File: config.mk
export PLATFORM = sky130hd
export DESIGN_NAME = dma_channel_control
export DESIGN_NICKNAME = d
export VERILOG_FILES = /design/src/verilog/dma_chan_pkg.sv /design/src/verilog/dma_channel_control.sv
export SDC_FILE = /design/constraint.sdc
export NUM_CORES = 1
export LEC_CHECK = 0
export BUFFER_PORTS_ARGS = -buffer_cell sky130_fd_sc_hd__buf_2
export CAP_MARGIN = 20
export CORE_ASPECT_RATIO = 2
export CORE_UTILIZATION = 64
export DETAILED_ROUTE_END_ITERATION = 8
export PLACE_DENSITY = 0.87
export RECOVER_POWER = 100
export REMOVE_ABC_BUFFERS = 1
export SKIP_LAST_GASP = 1
export SLEW_MARGIN = 20
export SYNTH_ARGS = -nofsm -noshare
export SYNTH_HDL_FRONTEND = slang
export SYNTH_SLANG_ARGS = --single-unit
File: constraint.sdc
create_clock -name pclk -period 13.52 [get_ports pclk]
set_input_delay 2.028 -clock pclk [delete_from_list [all_inputs] [get_ports pclk]]
set_output_delay 2.028 -clock pclk [all_outputs]
set_load 0.005 [all_outputs]
File: src/verilog/dma_chan_pkg.sv
// Constants, register map and carrier types for one DMA channel.
// Assumes an APB slave port and a simple single-beat memory master port.
package dma_chan_pkg;
    // Register indices; byte address is four times the index
    localparam logic [31:0] SRC_IDX = 32'h5000_3610;
    localparam logic [31:0] DST_IDX = 32'h5000_3614;
    localparam logic [31:0] THR_IDX = 32'h5000_3618;
    localparam logic [31:0] LEN_IDX = 32'h5000_361A;
    localparam logic [31:0] CTRL_IDX = 32'h5000_361C;
    localparam logic [31:0] ITEM_IDX = 32'h5000_361E;
    localparam logic [31:0] STAT_IDX = 32'h5000_3640;
    localparam logic [31:0] MASK_IDX = 32'h5000_3641;
    // Reset values
    localparam logic [15:0] LEN_RST = 16'h0000;
    localparam logic [15:0] CTRL_RST = 16'h0000;
    localparam logic [15:0] THR_RST = 16'h0000;
    localparam logic [1:0] EVT_RST = 2'h0;
    // Event bit positions in status and mask
    localparam int EVT_THR = 0;
    localparam int EVT_DONE = 1;
    // Item width codes
    localparam logic [1:0] W_BYTE = 2'h0;
    localparam logic [1:0] W_HALF = 2'h1;
    localparam logic [1:0] W_WORD = 2'h2;

    // Control register layout, bit 15 down to bit 0
    typedef struct packed {
        logic [1:0] rsv;
        logic edge_sense;
        logic fill;
        logic yield;
        logic [2:0] channel_priority;
        logic circular;
        logic source_step_enable;
        logic dest_step_enable;
        logic request_trigger_mode;
        logic irq_en;
        logic [1:0] item_width;
        logic on;
    } ctrl_t;

    // Memory bus request issued by the channel
    typedef struct packed {
        logic valid;
        logic write;
        logic [1:0] size;
        logic [31:0] addr;
        logic [31:0] wdata;
    } mem_req_t;

    // Arbitration view of one channel
    typedef struct packed {
        logic req;
        logic [2:0] prio;
    } arb_t;

    typedef enum logic [2:0] {
        S_IDLE, S_WAIT, S_ARB, S_READ, S_WRITE, S_GAP
    } state_t;
endpackage : dma_chan_pkg

File: src/verilog/dma_channel_control.sv
// One DMA channel (channel_one): APB registers, trigger sensing, arbitration
// against channel_zero, and a single-beat memory master.
// Assumes mem_ack pulses for one cycle per accepted beat, and that
// channel_zero presents its request and priority on the same clock.
module dma_channel_control
    import dma_chan_pkg::*;
(
    // Clock and reset
    input wire logic pclk,
    input wire logic presetn,
    // APB slave
    input wire logic psel,
    input wire logic penable,
    input wire logic pwrite,
    input wire logic [31:0] paddr,
    input wire logic [31:0] pwdata,
    output logic [31:0] prdata,
    output logic pready,
    output logic pslverr,
    // Memory master
    output dma_chan_pkg::mem_req_t mem_req,
    input wire logic mem_ack,
    input wire logic [31:0] mem_rdata,
    // Arbitration with channel_zero
    input dma_chan_pkg::arb_t zero_arb,
    output dma_chan_pkg::arb_t one_arb,
    output logic bus_lock,
    // Peripheral request and interrupt
    input wire logic periph_req,
    output logic irq
);
    import dma_chan_pkg::*;

    // ***********************************
    // Registers and state
    // ***********************************
    ctrl_t ctrl_q;
    logic [15:0] len_q;
    logic [15:0] thr_q;
    logic [31:0] src_q;
    logic [31:0] dst_q;
    logic [15:0] idx_q;
    logic [1:0] stat_q;
    logic [1:0] mask_q;
    state_t state_q;
    logic [31:0] data_q;
    logic fill_held_q;
    logic [31:0] prdata_q;
    logic pready_q;
    logic pslverr_q;
    mem_req_t mem_req_q;
    arb_t one_arb_q;
    logic bus_lock_q;
    logic irq_q;
    // Synchroniser chain for the peripheral request pin
    logic preq_s1_q;
    logic preq_s2_q;
    logic preq_s3_q;
    logic pend_q;

    // ***********************************
    // APB decode
    // ***********************************
    logic acc;
    logic wr;
    logic hit_src, hit_dst, hit_thr, hit_len, hit_ctrl, hit_item, hit_stat, hit_mask;
    logic mapped;

    // Unmapped addresses still complete; pslverr marks them and writes are dropped
    assign acc = psel && penable && pready_q;
    assign wr = acc && pwrite;
    assign hit_src = paddr == {SRC_IDX[29:0], 2'h0};
    assign hit_dst = paddr == {DST_IDX[29:0], 2'h0};
    assign hit_thr = paddr == {THR_IDX[29:0], 2'h0};
    assign hit_len = paddr == {LEN_IDX[29:0], 2'h0};
    assign hit_ctrl = paddr == {CTRL_IDX[29:0], 2'h0};
    assign hit_item = paddr == {ITEM_IDX[29:0], 2'h0};
    assign hit_stat = paddr == {STAT_IDX[29:0], 2'h0};
    assign hit_mask = paddr == {MASK_IDX[29:0], 2'h0};
    assign mapped = hit_src | hit_dst | hit_thr | hit_len | hit_ctrl | hit_item
                  | hit_stat | hit_mask;

    // One wait state: ready rises in the first access cycle's next edge
    always_ff @(posedge pclk or negedge presetn) begin
        if (!presetn) begin
            pready_q <= 1'b0;
            pslverr_q <= 1'b0;
            prdata_q <= 32'h0000_0000;
        end else begin
            pready_q <= psel && penable && !pready_q;
            pslverr_q <= psel && penable && !pready_q && !mapped;
            prdata_q <= 32'h0000_0000;
            if (psel && penable && !pready_q && !pwrite) begin
                unique0 case (1'b1)
                    hit_src: prdata_q <= src_q;
                    hit_dst: prdata_q <= dst_q;
                    hit_thr: prdata_q <= {16'h0000, thr_q};
                    hit_len: prdata_q <= {16'h0000, len_q};
                    hit_ctrl: prdata_q <= {16'h0000, 2'h0, ctrl_q[13:0]};
                    hit_item: prdata_q <= {16'h0000, idx_q};
                    hit_stat: prdata_q <= {30'h0000_0000, stat_q};
                    hit_mask: prdata_q <= {30'h0000_0000, mask_q};
                endcase
            end
        end
    end

    // ***********************************
    // Peripheral request sensing
    // ***********************************
    logic preq_hit;
    logic trig_mode;
    logic yield_eff;
    logic last_item;
    logic step_done;

    // Two flops tame metastability; the third only remembers the level for edges
    always_ff @(posedge pclk or negedge presetn) begin
        if (!presetn) begin
            preq_s1_q <= 1'b0;
            preq_s2_q <= 1'b0;
            preq_s3_q <= 1'b0;
        end else begin
            preq_s1_q <= periph_req;
            preq_s2_q <= preq_s1_q;
            preq_s3_q <= preq_s2_q;
        end
    end

    // Edge mode latches the rising edge so a short pulse is not missed
    // Level mode re-checks the request before every item
    assign preq_hit = ctrl_q.edge_sense ? (preq_s2_q && !preq_s3_q) : preq_s2_q;

    always_ff @(posedge pclk or negedge presetn) begin
        if (!presetn) begin
            pend_q <= 1'b0;
        end else if (!ctrl_q.on || !ctrl_q.edge_sense) begin
            pend_q <= 1'b0;
        end else if (state_q == S_WAIT) begin
            // An edge seen while waiting is taken at once, so one edge moves one item
            pend_q <= 1'b0;
        end else if (preq_s2_q && !preq_s3_q) begin
            pend_q <= 1'b1;
        end
    end

    assign trig_mode = ctrl_q.request_trigger_mode;
    assign yield_eff = ctrl_q.yield && !trig_mode;
    assign last_item = idx_q == len_q;
    assign step_done = state_q == S_WRITE && mem_ack;

    // ***********************************
    // Control, length and address registers
    // ***********************************
    logic done_evt;
    logic thr_evt;
    logic stays_on;

    assign stays_on = ctrl_q.circular && trig_mode;
    assign done_evt = step_done && last_item;
    // Threshold compares the index of the item just stored, before it advances
    assign thr_evt = step_done && ctrl_q.irq_en && idx_q == thr_q;

    always_ff @(posedge pclk or negedge presetn) begin
        if (!presetn) begin
            ctrl_q <= CTRL_RST;
            len_q <= LEN_RST;
            thr_q <= THR_RST;
            src_q <= 32'h0000_0000;
            dst_q <= 32'h0000_0000;
            mask_q <= EVT_RST;
        end else begin
            // Control writes while busy update fields without restarting the engine
            if (wr && hit_ctrl) begin
                ctrl_q <= {2'h0, pwdata[13:0]};
            end else if (done_evt && !stays_on) begin
                ctrl_q.on <= 1'b0;
            end
            if (wr && hit_len) begin
                len_q <= pwdata[15:0];
            end
            if (wr && hit_thr) begin
                thr_q <= pwdata[15:0];
            end
            if (wr && hit_src) begin
                src_q <= pwdata;
            end
            if (wr && hit_dst) begin
                dst_q <= pwdata;
            end
            if (wr && hit_mask) begin
                mask_q <= pwdata[1:0];
            end
        end
    end

    // ***********************************
    // Interrupt status, mask and output
    // ***********************************
    // A new event in the clearing cycle stays set
    // Events are recorded only while interrupts are enabled on this channel
    always_ff @(posedge pclk or negedge presetn) begin
        if (!presetn) begin
            stat_q <= EVT_RST;
            irq_q <= 1'b0;
        end else begin
            stat_q[EVT_THR] <= thr_evt || (stat_q[EVT_THR] && !(wr && hit_stat
                               && pwdata[EVT_THR]));
            stat_q[EVT_DONE] <= (done_evt && ctrl_q.irq_en) || (stat_q[EVT_DONE]
                                && !(wr && hit_stat && pwdata[EVT_DONE]));
            irq_q <= ctrl_q.irq_en && |(stat_q & mask_q);
        end
    end

    // ***********************************
    // Transfer engine
    // ***********************************
    logic win;
    logic [31:0] offs;
    logic start;
    logic [31:0] step;

    // Channel zero wins ties since it has the lower number
    assign win = !zero_arb.req || ctrl_q.channel_priority > zero_arb.prio;
    // Reserved width code 11 steps like a word
    assign offs = ctrl_q.item_width == W_BYTE ? {16'h0000, idx_q}
                : ctrl_q.item_width == W_HALF ? {15'h0000, idx_q, 1'b0}
                : {14'h0000, idx_q, 2'h0};
    assign start = wr && hit_ctrl && pwdata[0] && state_q == S_IDLE;
    // One item's address step; reserved code 11 steps like a word
    assign step = ctrl_q.item_width == W_BYTE ? 32'h0000_0001
                : ctrl_q.item_width == W_HALF ? 32'h0000_0002
                : 32'h0000_0004;

    // Addresses come from the start registers plus the scaled index, never accumulated
    always_ff @(posedge pclk or negedge presetn) begin
        if (!presetn) begin
            state_q <= S_IDLE;
            idx_q <= 16'h0000;
            data_q <= 32'h0000_0000;
            fill_held_q <= 1'b0;
            mem_req_q <= '0;
        end else if (!ctrl_q.on && state_q != S_IDLE) begin
            // Software switched the channel off mid-transfer
            state_q <= S_IDLE;
            idx_q <= 16'h0000;
            fill_held_q <= 1'b0;
            mem_req_q <= '0;
        end else begin
            case (state_q)
                S_IDLE: begin
                    if (start) begin
                        idx_q <= 16'h0000;
                        state_q <= pwdata[4] ? S_WAIT : S_ARB;
                    end
                end
                S_WAIT: begin
                    if (preq_hit || pend_q) begin
                        state_q <= S_ARB;
                    end
                end
                S_ARB: begin
                    // A fill transfer already under way is never pre-empted
                    if (win || fill_held_q) begin
                        if (ctrl_q.fill && fill_held_q) begin
                            state_q <= S_WRITE;
                            mem_req_q.write <= 1'b1;
                            mem_req_q.addr <= dst_q + (ctrl_q.dest_step_enable ? offs
                                              : 32'h0000_0000);
                            mem_req_q.wdata <= data_q;
                        end else begin
                            state_q <= S_READ;
                            mem_req_q.write <= 1'b0;
                            mem_req_q.addr <= src_q + (ctrl_q.source_step_enable ? offs
                                              : 32'h0000_0000);
                        end
                        mem_req_q.valid <= 1'b1;
                        mem_req_q.size <= ctrl_q.item_width;
                    end
                end
                S_READ: begin
                    if (mem_ack) begin
                        data_q <= mem_rdata;
                        fill_held_q <= ctrl_q.fill;
                        state_q <= S_WRITE;
                        mem_req_q.write <= 1'b1;
                        mem_req_q.addr <= dst_q + (ctrl_q.dest_step_enable ? offs
                                          : 32'h0000_0000);
                        // The fetched word goes straight out as store data
                        mem_req_q.wdata <= mem_rdata;
                    end
                end
                S_WRITE: begin
                    if (mem_ack) begin
                        mem_req_q.valid <= 1'b0;
                        if (last_item) begin
                            // Index returns to zero at completion, in circular mode too
                            idx_q <= 16'h0000;
                            fill_held_q <= 1'b0;
                            state_q <= stays_on ? S_WAIT : S_IDLE;
                        end else begin
                            idx_q <= idx_q + 16'h0001;
                            if (trig_mode) begin
                                state_q <= S_WAIT;
                            end else if (yield_eff) begin
                                state_q <= S_GAP;
                            end else if (ctrl_q.fill) begin
                                // Fill keeps the bus: no re-arbitration
                                state_q <= S_WRITE;
                                mem_req_q.valid <= 1'b1;
                                // Store data is reused from the single fetch
                                mem_req_q.addr <= dst_q + (ctrl_q.dest_step_enable
                                                  ? offs + step
                                                  : 32'h0000_0000);
                            end else begin
                                state_q <= S_ARB;
                            end
                        end
                    end
                end
                S_GAP: begin
                    // One idle bus cycle lets the processor or cache in, unless a fill transfer already holds bus_lock
                    state_q <= S_ARB;
                end
                default: state_q <= S_IDLE;
            endcase
        end
    end

    // ***********************************
    // Arbitration outputs
    // ***********************************
    // Lock covers blocking copies, and with yield set outside trigger mode covers fill transfers only once the fetch has been acknowledged
    // The request is registered: channel_zero sees it a cycle after arbitration starts
    always_ff @(posedge pclk or negedge presetn) begin
        if (!presetn) begin
            one_arb_q <= '0;
            bus_lock_q <= 1'b0;
        end else begin
            one_arb_q.req <= state_q == S_ARB;
            one_arb_q.prio <= ctrl_q.channel_priority;
            bus_lock_q <= ctrl_q.on && state_q != S_IDLE && state_q != S_WAIT
                          && (!yield_eff || (ctrl_q.fill && fill_held_q));
        end
    end

    assign prdata = prdata_q;
    assign pready = pready_q;
    assign pslverr = pslverr_q;
    assign mem_req = mem_req_q;
    assign one_arb = one_arb_q;
    assign bus_lock = bus_lock_q;
    assign irq = irq_q;
endmodule : dma_channel_control

## After elaboration in Yosys (flattened, before gate mapping)

Cells that the tools add are included.
W data, S select, Z words.

- Flip-flop bits (word level): 278
- Word-level logic and storage cells: 216

- Add/sub/neg operators: 5
- Equal/unequal tests: 28
- Muxes and demuxes: 61
- Bitwise gates (word level): 9
- $lt $le $gt $ge: 1
- Reduce and logical (&&, ||, !) cells: 75

Operators with widths:

| operator | count |
|---|---|
| $eq A32 B31 Y1 const B | 8 |
| $mux W32 | 8 |
| $pmux W32 S8 | 1 |
| $mux W68 | 2 |
| $pmux W32 S3 | 1 |
| $mux W18 | 4 |
| $add A32 B18 Y32 | 2 |
| $mux W16 | 4 |
| $mux W64 | 1 |
| $pmux W32 S2 | 1 |
| $mux W3 | 13 |
| $logic_and A1 B1 Y1 | 34 |
| $add A32 B19 Y32 | 1 |
| $eq A16 B16 Y1 | 2 |
| $pmux W16 S2 | 1 |
| $ne A3 B2 Y1 const B | 7 |
| $add A18 B3 Y19 | 1 |
| $mux W19 | 1 |
| $mux W1 | 18 |
| $pmux W3 S6 | 1 |
| $reduce_bool A3 Y1 | 6 |
| $add A16 B1 Y16 const B | 1 |
| $logic_not A1 Y1 | 12 |
| $reduce_and A3 Y1 | 4 |
| other kinds (22) | 45 |

## Logic depth before layout (Yosys ltp)

Gate-level depths: netlist of the first run.

- Depth in word-level cells: 13
- Depth in mapped cells: 25
- Gate-level depth less buffers: 21

## Least setup slack after synthesis of the first run

Ideal clock, no wire load.

- Path type: register to register
- Start point: register ctrl_q[1] (netlist name)
- End point: register mem_req_q (netlist bit mem_req[55])
- Path slack: 8.618 ns
- Library setup time: 0.122 ns
- Arrival: 4.780 ns
- Stages on the path, launching flop included: 24
- Required time: 13.398 ns
- Path through: dfrtp_1 > buf_2 > buf_4 > buf_1 > mux2i_1 > nor2_1 > inv_1 > fa_1 > inv_1 > a21oi_1 > nor3_1 > and3b_1 > clkbuf_1 > xnor2_1 > and2_1 > ha_1 > a21o_1 > a21o_1 > a21oi_1 > nand3b_1 > o221ai_2 > o22ai_2 > a221o_1 > a32o_1

- Cells in the longest elaborated chain, start to end: 13
- Elaborated cells on any way between the ends: 23
- Classes of those cells: 4 x add/sub; 1 x eq/ne; 17 x mux; 1 x reduce/logical

Ends and longest elaborated chain:

| element | line | text |
|---|---|---|
| start: declaration | dma_channel_control.sv:37 | `ctrl_t ctrl_q;` |
| start signal: assignment | dma_channel_control.sv:175 | `ctrl_q <= {2'h0, pwdata[13:0]};` |
| $eq A2 B1 Y1 | dma_channel_control.sv:227, dma_channel_control.sv:232 |  |
| $mux W18 / $mux W3 (equally long branches) | dma_channel_control.sv:227, dma_channel_control.sv:232 |  |
| $mux W18 / $mux W3 (equally long branches) | dma_channel_control.sv:226, dma_channel_control.sv:231 |  |
| $add A18 B3 Y19 | dma_channel_control.sv:313 | `? offs + step` |
| $mux W19 | dma_channel_control.sv:313 |  |
| $add A32 B19 Y32 | dma_channel_control.sv:312 | `mem_req_q.addr <= dst_q + (ctrl_q.dest_step_enable` |
| $mux W32 | dma_channel_control.sv:307 | `end else if (ctrl_q.fill) begin` |
| $mux W32 | dma_channel_control.sv:305 | `end else if (yield_eff) begin` |
| $mux W32 | dma_channel_control.sv:303 | `if (trig_mode) begin` |
| $mux W32 | dma_channel_control.sv:296 | `if (last_item) begin` |
| $mux W32 | dma_channel_control.sv:294 | `if (mem_ack) begin` |
| $pmux W32 S3 * | dma_channel_control.sv:250 | `case (state_q)` |
| $mux W68 * | dma_channel_control.sv:243 | `end else if (!ctrl_q.on && state_q != S_IDLE) begin` |
| end: declaration | dma_channel_control.sv:51 | `mem_req_t mem_req_q;` |

Mark *: on every way between the ends. The rest lies on a longest branch, timed or not. The select of a mux whose other input is x is not followed.
A chain may end at the register's enable or synchronous reset.

==> key figures, run 1 <==
Drt
  – Wirelength per Cell: 22.9 um
  – Vias: between 15000 and 20000
  – Final WL: 54900 um
  – Drt drc: 0
  – Drt pass-1 iters: 6
  – Detailed-route vias per instance: around 6.7
  – Final ANT Viol Nets: 0
  – DRT iter0 DRCs: 1289

Die
  – Initial Util: between 60 and 70%
  – Row cnt: 85
  – Die Y-Extent: between 200 and 250 um
  – I/O pins: 215
  – Core area: about 27000 um^2
  – Die extent in x: between 100 and 150 um
  – Die area: 28100 um^2

Logic synthesis
  – Cell Area, Synth: between 15000 and 20000 um^2
  – Post-synthesis compound-gate area fraction: a little under a fifth
  – Synth top cells by count: nand2_1 (296), dfrtp_1 (278), nor2_1 (121), a21oi_1 (100)
  – Synth top area share: approximately 40%
  – Most common cell in the netlist: nand2_1
  – Yosys top cell by area: dfrtp_1
  – Post-synthesis mux area share: a little under 10%
  – EDFF count, synth: 0
  – Synth Area in XOR/XNOR: under 10%
  – #FFs+latches synth: 278
  – Synthesized area per cell: around 9.2 um^2
  – Top_reg_cell synth: dfrtp_1
  – Sequential share of the synthesized area: 39.7%
  – Yosys warns: 0
  – Syn Inst Count: 1895
  – Post-Synth Simple-Gate Area: ~18%
  – Adder-Cell Fraction of Synth Area: under 10%
  – Async SR Flop Fraction: 100%
  – Most area-consuming cells after synthesis: dfrtp_1 (40%), nand2_1 (6.3%), mux2_2 (5.7%)
  – Library cells used by synthesis: a little over 90
  – Largest family of logic cells by synthesized area: compound AO/OA/AOI/OAI gates

Worst setup path
  – CP max stage delay: about 4.4 ns
  – CP startpoint: presetn
  – CP max-delay cell: clkbuf_1
  – Crit-path max FO: between 100 and 150
  – Worst path top cell family by delay: buffers and inverters
  – Worst reg2reg path startpoint: idx_q[0]$_DFFE_PN0P_
  – Setup CP Type: in2async
  – Critical Path Sink Type: async pin
  – WP data required: between 10 and 15 ns
  – Crit path cell chain: clkbuf_1
  – Critical Path Source Type: input pin
  – Reg2reg path depth: 9
  – Crit path DAT: roughly 6.5 ns
  – WP depth: 1
  – Worst path bufs/invs: 1

Placement
  – Final HPWL DP: 39600 um
  – Final Wtd Congestion: a little under 1
  – PortBufs: roughly 210
  – Post-Place Setup Slack: between 7 and 8 ns
  – Cell Area, Placed: approximately 19000 um^2

Layout
  – Final Cell Area: 19300 um^2
  – Share of layout cells above drive strength 1: 16.6%
  – Area growth, synth to finish: 10.0%
  – Layout Nets: 2199

Status
  – Failing checks: capacitance limit, slew limit
  – Outcome: complete, but fails checks

Hold path
  – Hold crit path type: reg2reg
  – Min-Delay Startpoint: preq_s2_q$_DFF_PN0_
  – Hold Path Stages: 0

Clock tree
  – Post-CTS Setup Inserts: 0
  – Clock sinks: 278
  – Hold_buf cts: 0
  – TritonCTS clock tree: done
  – Post-CTS Resized: 0
  – Clk Latency, worst-skew pair: approximately 0.57 ns
  – Total CTS buffers: 24
  – CTS clock-pin slew for the worst setup and hold paths: roughly 0.070 ns
  – Clock Path Buffers: 3
  – H-Tree Depth: 1
  – Root buf cell: clkbuf_16

Timing
  – Slew @ Worst Pin: approximately 6.4 ns
  – Final worst slack: 6.15 ns
  – Setup TNS: 0 ns
  – Max-slew violations: ~410
  – Final Skew: roughly 0.028 ns
  – Max transition margin: -325%
  – Final period utilization: between 50 and 60%
  – Unrepaired setup endpoints after global routing: no
  – Fin crit period: about 7.4 ns
  – Fmax: about 140 MHz
  – Final hold violation count: 0
  – Final setup fails: 0

GRT
  – Met3 GRT Util: roughly 5%
  – Number of global-route vias before repair: roughly 16000
  – Gr usage total: 39.8%
  – Met2 Use GR: 69.8%
  – GR Util met1: just over 40%
  – First-pass GRT wire length: between 80000 and 90000 um
  – Busiest grt layer: met2
  – Largest net degree at the start of global routing: 120
  – GRT Residual Overflow: 0
  – Initial antenna violation count: 1

Power and ir drop
  – Power, Total: 1.68 mW
  – Pwr per Cell Area: 87.5 nW/um^2
  – Pleak: just over 9 nW
  – Worst vdd ir: around 0.10 mV

Run
  – MaxCap Viol Count: 10
## routing by layer
layer	wire (um)	part of all wire [%]	up-vias
li1	-	-	7056
met1	18300	33	7723
met2	28200	51	837
met3	3370	6.1	329
met4	5110	9.3	0
met5	0	0	-
## layout make-up
class	instances	area (um^2)
repair buffers	232	1130
diodes	1	2.50
well taps	348	435
flip-flops and latches	278	6960
inverters	25	93.8
multi-input cells	1466	9780
fillers	2103	7640
clock inverters	14	201
clock buffers	30	663
## stage by stage
stage	cells	hold WS, ns	utilization [%]
final	2394	0.405	71.6
after global routing	2394	0.405	71.6
after CTS	2393	0.401	72.3
after detailed placement	2349	0.376	69.1
after global placement	2349	0.356	69.1
after floorplan	1769	0.331	-
## worst paths after layout
check / end / slack (ns)
min: preq_s3_q$_DFF_PN0_ / 0.40
max reg2reg: mem_req[51]$_DFFE_PN0P_ / 6.76
max: stat_q[0]$_DFF_PN0_ / 6.15
max in group pclk: mem_req[51]$_DFFE_PN0P_ / 6.76
min in group asynchronous: mem_req[28]$_DFFE_PN0P_ / 3.83
min reg2reg: preq_s3_q$_DFF_PN0_ / 0.40
## logic make-up after synthesis
kind of cell    Yosys count
compound gates          481
fa+ha+maj                65
flops                   278
buf+inv                 151
simple gates            656
mux                     153
xor+xnor                111
## layout by cell type (no fill, tap or decap), types with 35 or more instances in the layout
cell | Yosys | final
nand2_1 | 296 | 298
dfrtp_1 | 278 | 278
buf_2 | 43 | 172
nor2_1 | 121 | 120
a21oi_1 | 100 | 101
o21ai_0 | 89 | 94
mux2_2 | 89 | 89
xnor2_1 | 66 | 66
ha_1 | 61 | 61
a22oi_1 | 58 | 58
mux2i_1 | 54 | 54
clkbuf_1 | 64 | 50
xor2_1 | 45 | 45
o31ai_1 | 44 | 44
nor2b_1 | 41 | 41
and3_1 | 35 | 35
## sequential cells by signal, indices dropped and copies added, names as in the netlist, 3 cells and up
signal / count
src_q: 32
data_q: 32
dst_q: 32
mem_req: 68
idx_q: 16
prdata: 32
len_q: 16
thr_q: 16
one_arb: 4
ctrl_q: 13
state_q: 3
## report_power, final
part	internal, mW	leakage [nW]	total (mW)	switching (mW)
Clock	0.429	0.413	0.767	0.337
Combinational	0.0250	4.91	0.0687	0.0437
Sequential	0.842	3.79	0.850	0.00805
Total	1.30	9.11	1.68	0.389
(Power assumes the default switching activity.)
==> run 2: changes to the inputs <==
CORE_UTILIZATION = 59   (was 64)
PLACE_DENSITY = 0.81   (was 0.87)
clock period = 7.45 ns   (was 13.52 ns; I/O delays follow)
==> run 2 against run 1 <==
Compared with the run above:
- the flow still finishes with violations (capacitance limit, slew limit)
- power up 77%
- critical path depth increased by 8
- first-iteration DRC count decreased by 13%
- hold slack got worse by 0.040 ns
- worst setup slack got worse by 5.4 ns
- combinational power rose by 79%
- non-clock buffer count grew 3
- sequential share of layout area increased by 0.085 points
- sequential cell count stayed put
- clock power rose by 72%
- final cell count up 0.54%
- register-to-register slack worse by 6.0 ns
==> key figures, run 2 (same netlist as run 1, synthesis figures left out) <==
Timing
  – Max transition margin: -118% (was -325%)
  – Final period utilization: about nine tenths
  – Unrepaired setup endpoints after global routing: no (unchanged)
  – Final setup fails: 0 (unchanged)
  – Final hold violation count: 0 (unchanged)
  – Final Skew: 0.0186 ns (was 0.0278 ns)
  – Slew @ Worst Pin: 3.27 ns (was 6.37 ns)
  – Fin crit period: ~6.7 ns
  – Max-slew violations: 484 (was 405)
  – Fmax: 149 MHz
  – Final hold slack: 0.365 ns (was 0.405 ns)
  – Setup TNS: 0 ns (unchanged)

Power and ir drop
  – Pleak: 9.00 nW (was 9.11 nW)
  – Worst vdd ir: 0.182 mV (was 0.104 mV)
  – Pwr per Cell Area: 155 nW/um^2 (was 87.5 nW/um^2)
  – Power, Total: 2.98 mW (was 1.68 mW)

Worst setup path
  – Crit path cell chain: xnor2_1 -> nand4_1 -> nor4_1 -> o21ai_0 -> o21bai_4 -> clkbuf_1 -> nand2b_1 -> a21oi_1 -> a32o_1 (was clkbuf_1)
  – Critical Path Sink Type: flip-flop (was async pin)
  – Critical Path Source Type: flip-flop (was input pin)
  – WP data required: 7.90 ns (was 12.64 ns)
  – Setup CP Type: reg2reg (was in2async)
  – CP max-delay cell: clkbuf_1 (unchanged)
  – CP max stage delay: 1.59 ns (was 4.37 ns)
  – Crit-path max FO: 42 (was 119)
  – Crit path DAT: 7.16 ns (was 6.49 ns)
  – Worst path top cell family by delay: simple AND/OR/NAND/NOR gates (was buffers and inverters)
  – Worst path bufs/invs: 1 (unchanged)

Drt
  – Final WL: 56100 um (was 54900 um)
  – Final ANT Viol Nets: 0 (unchanged)
  – Wirelength per Cell: 23.3 um (was 22.9 um)
  – Drt pass-1 iters: 8 (was 6)
  – Detailed-route vias per instance: 6.53 (was 6.66)
  – Vias: 15700 (was 15900)
  – DRT iter0 DRCs: 1120 (was 1289)
  – Drt drc: 0 (unchanged)

Clock tree
  – Hold_buf cts: 0 (unchanged)
  – Clk Latency, worst-skew pair: 0.56 ns (was 0.57 ns)
  – Total CTS buffers: 25 (was 24)
  – H-Tree Depth: 1 (unchanged)
  – Clock sinks: 278 (unchanged)
  – TritonCTS clock tree: done (unchanged)
  – Post-CTS Resized: 0 (unchanged)
  – Clock Path Buffers: 3 (unchanged)
  – Post-CTS Setup Inserts: 0 (unchanged)
  – Root buf cell: clkbuf_16 (unchanged)
  – CTS clock-pin slew for the worst setup and hold paths: 0.07 ns (about the same)

Layout
  – Fill cells: 2414 (was 2103)
  – Number of flip-flops in the largest register: 68 (unchanged)
  – Most common cell after layout, fill and taps aside: nand2_1 (unchanged)
  – Share of layout cells above drive strength 1: 15.2% (was 16.6%)
  – Leading cell types in the layout, fill and taps excluded: nand2_1 (298), dfrtp_1 (278), buf_2 (143), nor2_1 (121), a21oi_1 (100) (was nand2_1 (298), dfrtp_1 (278), buf_2 (172), nor2_1 (120), a21oi_1 (101))
  – Multi-input gate area: 9800 um^2 (was 9780 um^2)
  – Area growth, synth to finish: 9.78% (was 10.0%)
  – Finished Core Util: 66.4% (was 71.6%)
  – Ant diodes: 0 (was 1)
  – Reg area: 6960 um^2 (unchanged)
  – Layout Nets: 2203 (was 2199)

GRT
  – GRT Residual Overflow: 0 (unchanged)
  – First-pass GRT wire length: 84700 um (was 86700 um)
  – Number of global-route vias before repair: 16100 (was 16500)
  – Initial antenna violation count: 0 (was 1)
  – Largest net degree at the start of global routing: 150 (was 120)
  – Gr usage total: 37.0% (was 39.8%)

Placement
  – PortBufs: 214 (unchanged)
  – Final Wtd Congestion: 0.959 (was 0.968)
  – Final HPWL DP: 41100 um (was 39600 um)

Die
  – Die extent in x: 124 um (was 119 um)
  – Row cnt: 88 (was 85)
  – Core area: 29000 um^2 (was 26900 um^2)
  – I/O pins: 215 (unchanged)
  – Initial Util: 60.5% (was 65.1%)
  – Die Y-Extent: 246 um (was 236 um)
  – Die area: 30400 um^2 (was 28100 um^2)

Hold path
  – Hold crit path type: reg2reg (unchanged)

Run
  – MaxCap Viol Count: 12 (was 10)

Status
  – Failing checks: capacitance limit, slew limit (unchanged)
  – Outcome: complete, but fails checks (unchanged)
run 2: path summary, 6_finish.rpt:
kind                                 startpoint                 endpoint  slack, ns  cells past startpoint
setup reg to reg           idx_q[0]$_DFFE_PN0P_  mem_req[54]$_DFFE_PN0P_       0.74                      9
hold reg to reg             preq_s1_q$_DFF_PN0_      preq_s2_q$_DFF_PN0_       0.36                      0
max in group asynchronous               presetn     prdata[17]$_DFF_PN0_       3.87                      1
min in group asynchronous               presetn  mem_req[23]$_DFFE_PN0P_       1.54                      1
hold / removal              preq_s1_q$_DFF_PN0_      preq_s2_q$_DFF_PN0_       0.36                      0
setup / recovery           idx_q[0]$_DFFE_PN0P_  mem_req[54]$_DFFE_PN0P_       0.74                      9
run 2: layout make-up:
class	count	share of cell area (%)
Timing Repair Buffer	235	5.88
Multi-Input combinational cell	1466	51.0
Sequential cell	278	36.2
Tap cell	360	2.34
Inverter	25	0.488
Clock buffer	34	3.53
Clock inverter	9	0.586
run 2: stage by stage:
step	std cells	area [um^2]	setup WS, ns
after floorplan	1769	16900	2.66
after global placement	2364	18600	2.17
after detailed placement	2364	18600	2.08
after CTS	2407	19400	2.06
after global routing	2407	19200	0.801
final	2407	19200	0.736
run 2: worst reg2reg max path, delay by kind of cell, from the launching register on:
kind	cells	cell delay, ns
AOI/OAI and AO/OA	4	1.34
xor gates and xnor gates	1	0.59
buffers and inverters	1	1.59
DFF	1	0.57
and+or+nand+nor	3	2.52
run 2: where the power goes:
part	total, mW	leakage, nW	switching [mW]	internal (mW)
sequential	1.54	3.79	0.0140	1.53
clock	1.32	0.385	0.603	0.713
combinational	0.123	4.82	0.0775	0.0451
run 2: layer usage:
metal	vias up	track usage [%]	wire length (um)
met1	7692	35.0	18300
met4	0	33.9	5260
met2	697	66.6	29300
met3	281	5.01	3280
li1	7053	-	-
met5	-	0	0
==> run 3: changes to the inputs <==
CORE_UTILIZATION = 40   (was 59)
PLACE_DENSITY = not set   (was 0.81)
==> run 3 against run 2 <==
Compared with the run above:
- the run still ends with capacitance limit, slew limit left
- power rose by 4.8%
- combinational power barely moved
- clock skew rose by 0.0038 ns
- core utilization fell by 21 points
- critical endpoint is now dst_q[16]$_DFFE_PN0P_
- critical path depth rose by 1
- register-to-register slack improved by 0.67 ns
- highest routed layer unchanged
- sequential cell count did not move
- first-iteration DRC count fell by 21%
- worst setup slack improved by 0.43 ns
- routed wire length rose by 4.6%
- count of clock-buffer cells in the layout rose by 3
- global-route usage fell by 10 points
==> key figures, run 3 (same netlist as run 1, synthesis figures left out) <==
Die
  – Core area: 43200 um^2 (was 29000 um^2)
  – I/O pins: 215 (unchanged)
  – Initial Util: 40.5% (was 60.5%)
  – Die area: 44700 um^2 (was 30400 um^2)
  – Die extent in x: 150 um (was 124 um)
  – Row cnt: 108 (was 88)
  – Die Y-Extent: 298 um (was 246 um)

Timing
  – Fin crit period: 6.29 ns (was 6.71 ns)
  – Max transition margin: -126% (was -118%)
  – Fmax: 159 MHz (was 149 MHz)
  – Unrepaired setup endpoints after global routing: no (unchanged)
  – Final period utilization: 84.4% (was 90.1%)
  – Setup TNS: 0 ns (unchanged)
  – Slew @ Worst Pin: 3.38 ns (was 3.27 ns)
  – Max-slew violations: 628 (was 484)
  – Final worst slack: 1.16 ns (was 0.736 ns)
  – Final hold violation count: 0 (unchanged)
  – Final setup fails: 0 (unchanged)
  – Final Skew: 0.0224 ns (was 0.0186 ns)

Layout
  – Layout Nets: 2208 (was 2203)
  – Fill cells: 4260 (was 2414)
  – Share of layout cells above drive strength 1: 15.9% (was 15.2%)
  – Finished Core Util: 45.3% (was 66.4%)
  – Leading cell types in the layout, fill and taps excluded: nand2_1 (298), dfrtp_1 (278), buf_2 (154), nor2_1 (121), a21oi_1 (101) (was nand2_1 (298), dfrtp_1 (278), buf_2 (143), nor2_1 (121), a21oi_1 (100))
  – Number of flip-flops in the largest register: 68 (unchanged)
  – Ant diodes: 0 (unchanged)
  – Most common cell after layout, fill and taps aside: nand2_1 (unchanged)
  – Area growth, synth to finish: 11.8% (was 9.78%)

GRT
  – Gr usage total: 26.7% (was 37.0%)
  – Number of global-route vias before repair: 15800 (was 16100)
  – Largest net degree at the start of global routing: 157 (was 150)
  – Initial antenna violation count: 1 (was 0)
  – First-pass GRT wire length: 90700 um (was 84700 um)
  – GRT Residual Overflow: 0 (unchanged)

Hold path
  – Hold crit path type: reg2reg (unchanged)
  – Hold EP: preq_s2_q$_DFF_PN0_ (unchanged)
  – Hold Path Stages: 0 (unchanged)
  – Min-Delay Startpoint: preq_s1_q$_DFF_PN0_ (unchanged)

Worst setup path
  – Worst reg2reg path startpoint: ctrl_q[1]$_DFFE_PN0P_ (was idx_q[0]$_DFFE_PN0P_)
  – Critical Path Source Type: input pin (was flip-flop)
  – Critical Path Sink Type: flip-flop (unchanged)
  – R2R setup slack: 1.41 ns (was 0.74 ns)
  – Crit path DAT: 6.73 ns (was 7.16 ns)
  – Crit-path max FO: 33 (was 42)
  – Reg2reg path depth: 20 (was 9)
  – R2r endpoint: mem_req[58]$_DFFE_PN0P_ (was mem_req[54]$_DFFE_PN0P_)
  – Setup CP Type: in2reg (was reg2reg)
  – WP data required: 7.90 ns (about the same)

Drt
  – Vias: 15200 (was 15700)
  – Final WL: 58700 um (was 56100 um)
  – DRT iter0 DRCs: 880 (was 1120)
  – Detailed-route vias per instance: 5.82 (was 6.53)
  – Wirelength per Cell: 22.5 um (was 23.3 um)
  – Drt drc: 0 (unchanged)
  – Final ANT Viol Nets: 0 (unchanged)
  – Drt pass-1 iters: 8 (unchanged)

Placement
  – Final Wtd Congestion: 0.934 (was 0.959)
  – Post-Place Setup Slack: 1.66 ns (was 2.08 ns)
  – Final HPWL DP: 43700 um (was 41100 um)
  – PortBufs: 214 (unchanged)

Power and ir drop
  – Worst vdd ir: 0.121 mV (was 0.182 mV)
  – Pleak: 9.09 nW (was 9.00 nW)
  – Net Sw Power: 0.727 mW (was 0.695 mW)
  – Logic pwr share: 3.9% (was 4.1%)
  – Switching share of power: 23.3% (about the same)
  – Pwr per Cell Area: 160 nW/um^2 (was 155 nW/um^2)
  – Internal: 2.40 mW (was 2.29 mW)
  – Clk pwr share: 46.8% (was 44.2%)
  – Reg power frac: 49.4% (was 51.7%)

Run
  – MaxCap Viol Count: 14 (was 12)

Clock tree
  – Hold_buf cts: 0 (unchanged)
  – Clk Latency, worst-skew pair: 0.59 ns (was 0.56 ns)
  – H-Tree Depth: 1 (unchanged)
  – Clock Path Buffers: 3 (unchanged)
  – Root buf cell: clkbuf_16 (unchanged)
  – Post-CTS Setup Inserts: 0 (unchanged)
  – Post-CTS Resized: 0 (unchanged)
  – CTS clock-pin slew for the worst setup and hold paths: 0.06 ns (was 0.07 ns)
  – Total CTS buffers: 27 (was 25)
  – TritonCTS clock tree: done (unchanged)
  – Clock sinks: 278 (unchanged)

Status
  – Outcome: complete, but fails checks (unchanged)
  – Failing checks: capacitance limit, slew limit (unchanged)
[run 3: changes by cell type in the layout (fill, tap and decap cells not counted), moves of 2 or more]
| cell | before | now |
|---|---|---|
| clkbuf_8 | 2 | 5 |
| clkbuf_16 | 25 | 27 |
| inv_6 | 3 | 0 |
| clkbuf_1 | 83 | 70 |
| buf_2 | 143 | 154 |
| buf_1 | 0 | 2 |
[run 3: layout make-up]
class | instances | area [um^2] | area share (%)
Clock buffer | 37 | 763 | 3.90
Clock inverter | 11 | 158 | 0.805
Inverter | 25 | 93.8 | 0.479
Multi-Input combinational cell | 1466 | 9770 | 49.9
Sequential cell | 278 | 6960 | 35.5
Tap cell | 550 | 688 | 3.51
Timing Repair Buffer | 238 | 1150 | 5.86
[run 3: power by group through the flow]
stage	Combinational, mW	Clock (mW)	Sequential [mW]
after floorplan	0.0349	0	1.57
after global placement	0.125	0	1.57
after detailed placement	0.128	0	1.57
after CTS	0.129	1.50	1.54
after global routing	0.138	1.55	1.54
final	0.121	1.46	1.54
[run 3: critical path: stages]
cell and delay [ns]:
buf_2 0.10, nor4_1 0.32, nand3_1 0.11, nor2_1 0.15, and4bb_1 0.36, and3b_1 0.19
clkbuf_1 1.64, and2_1 0.29, clkbuf_1 1.94, mux2_2 0.47
[run 3: per-stage QoR]
stage / std cells / power (mW) / cell area, um^2 / hold slack, ns
2_1_floorplan: 1769 / 1.60 / 16900 / 0.331
3_3_place_gp: 2557 / 1.69 / 18900 / 0.351
3_5_place_dp: 2557 / 1.70 / 18900 / 0.351
4_1_cts: 2605 / 3.17 / 19800 / 0.359
5_1_grt: 2605 / 3.23 / 19600 / 0.372
6_report: 2605 / 3.12 / 19600 / 0.358
[run 3: per-layer routing]
metal  vias up  routed length (um)  track usage [%]
met5         -                   0                0
met4         0                4150             17.8
met3       189                2320             2.39
met2       512               32100             50.6
met1      7390               20100             26.8
li1       7059                   -                -
[run 3: how the worst max path moves through the flow]
stage | start | endpoint | cells past startpoint | slack (ns)
floorplan | ctrl_q[1]$_DFFE_PN0P_ | mem_req[58]$_DFFE_PN0P_ | 20 | 2.66
global route | ctrl_q[1]$_DFFE_PN0P_ | mem_req[58]$_DFFE_PN0P_ | 20 | 0.81
CTS | ctrl_q[1]$_DFFE_PN0P_ | mem_req[58]$_DFFE_PN0P_ | 20 | 1.63
global placement | ctrl_q[1]$_DFFE_PN0P_ | mem_req[60]$_DFFE_PN0P_ | 20 | 1.72
finish | paddr[21] | dst_q[16]$_DFFE_PN0P_ | 10 | 1.16
detailed placement | ctrl_q[1]$_DFFE_PN0P_ | mem_req[58]$_DFFE_PN0P_ | 20 | 1.66
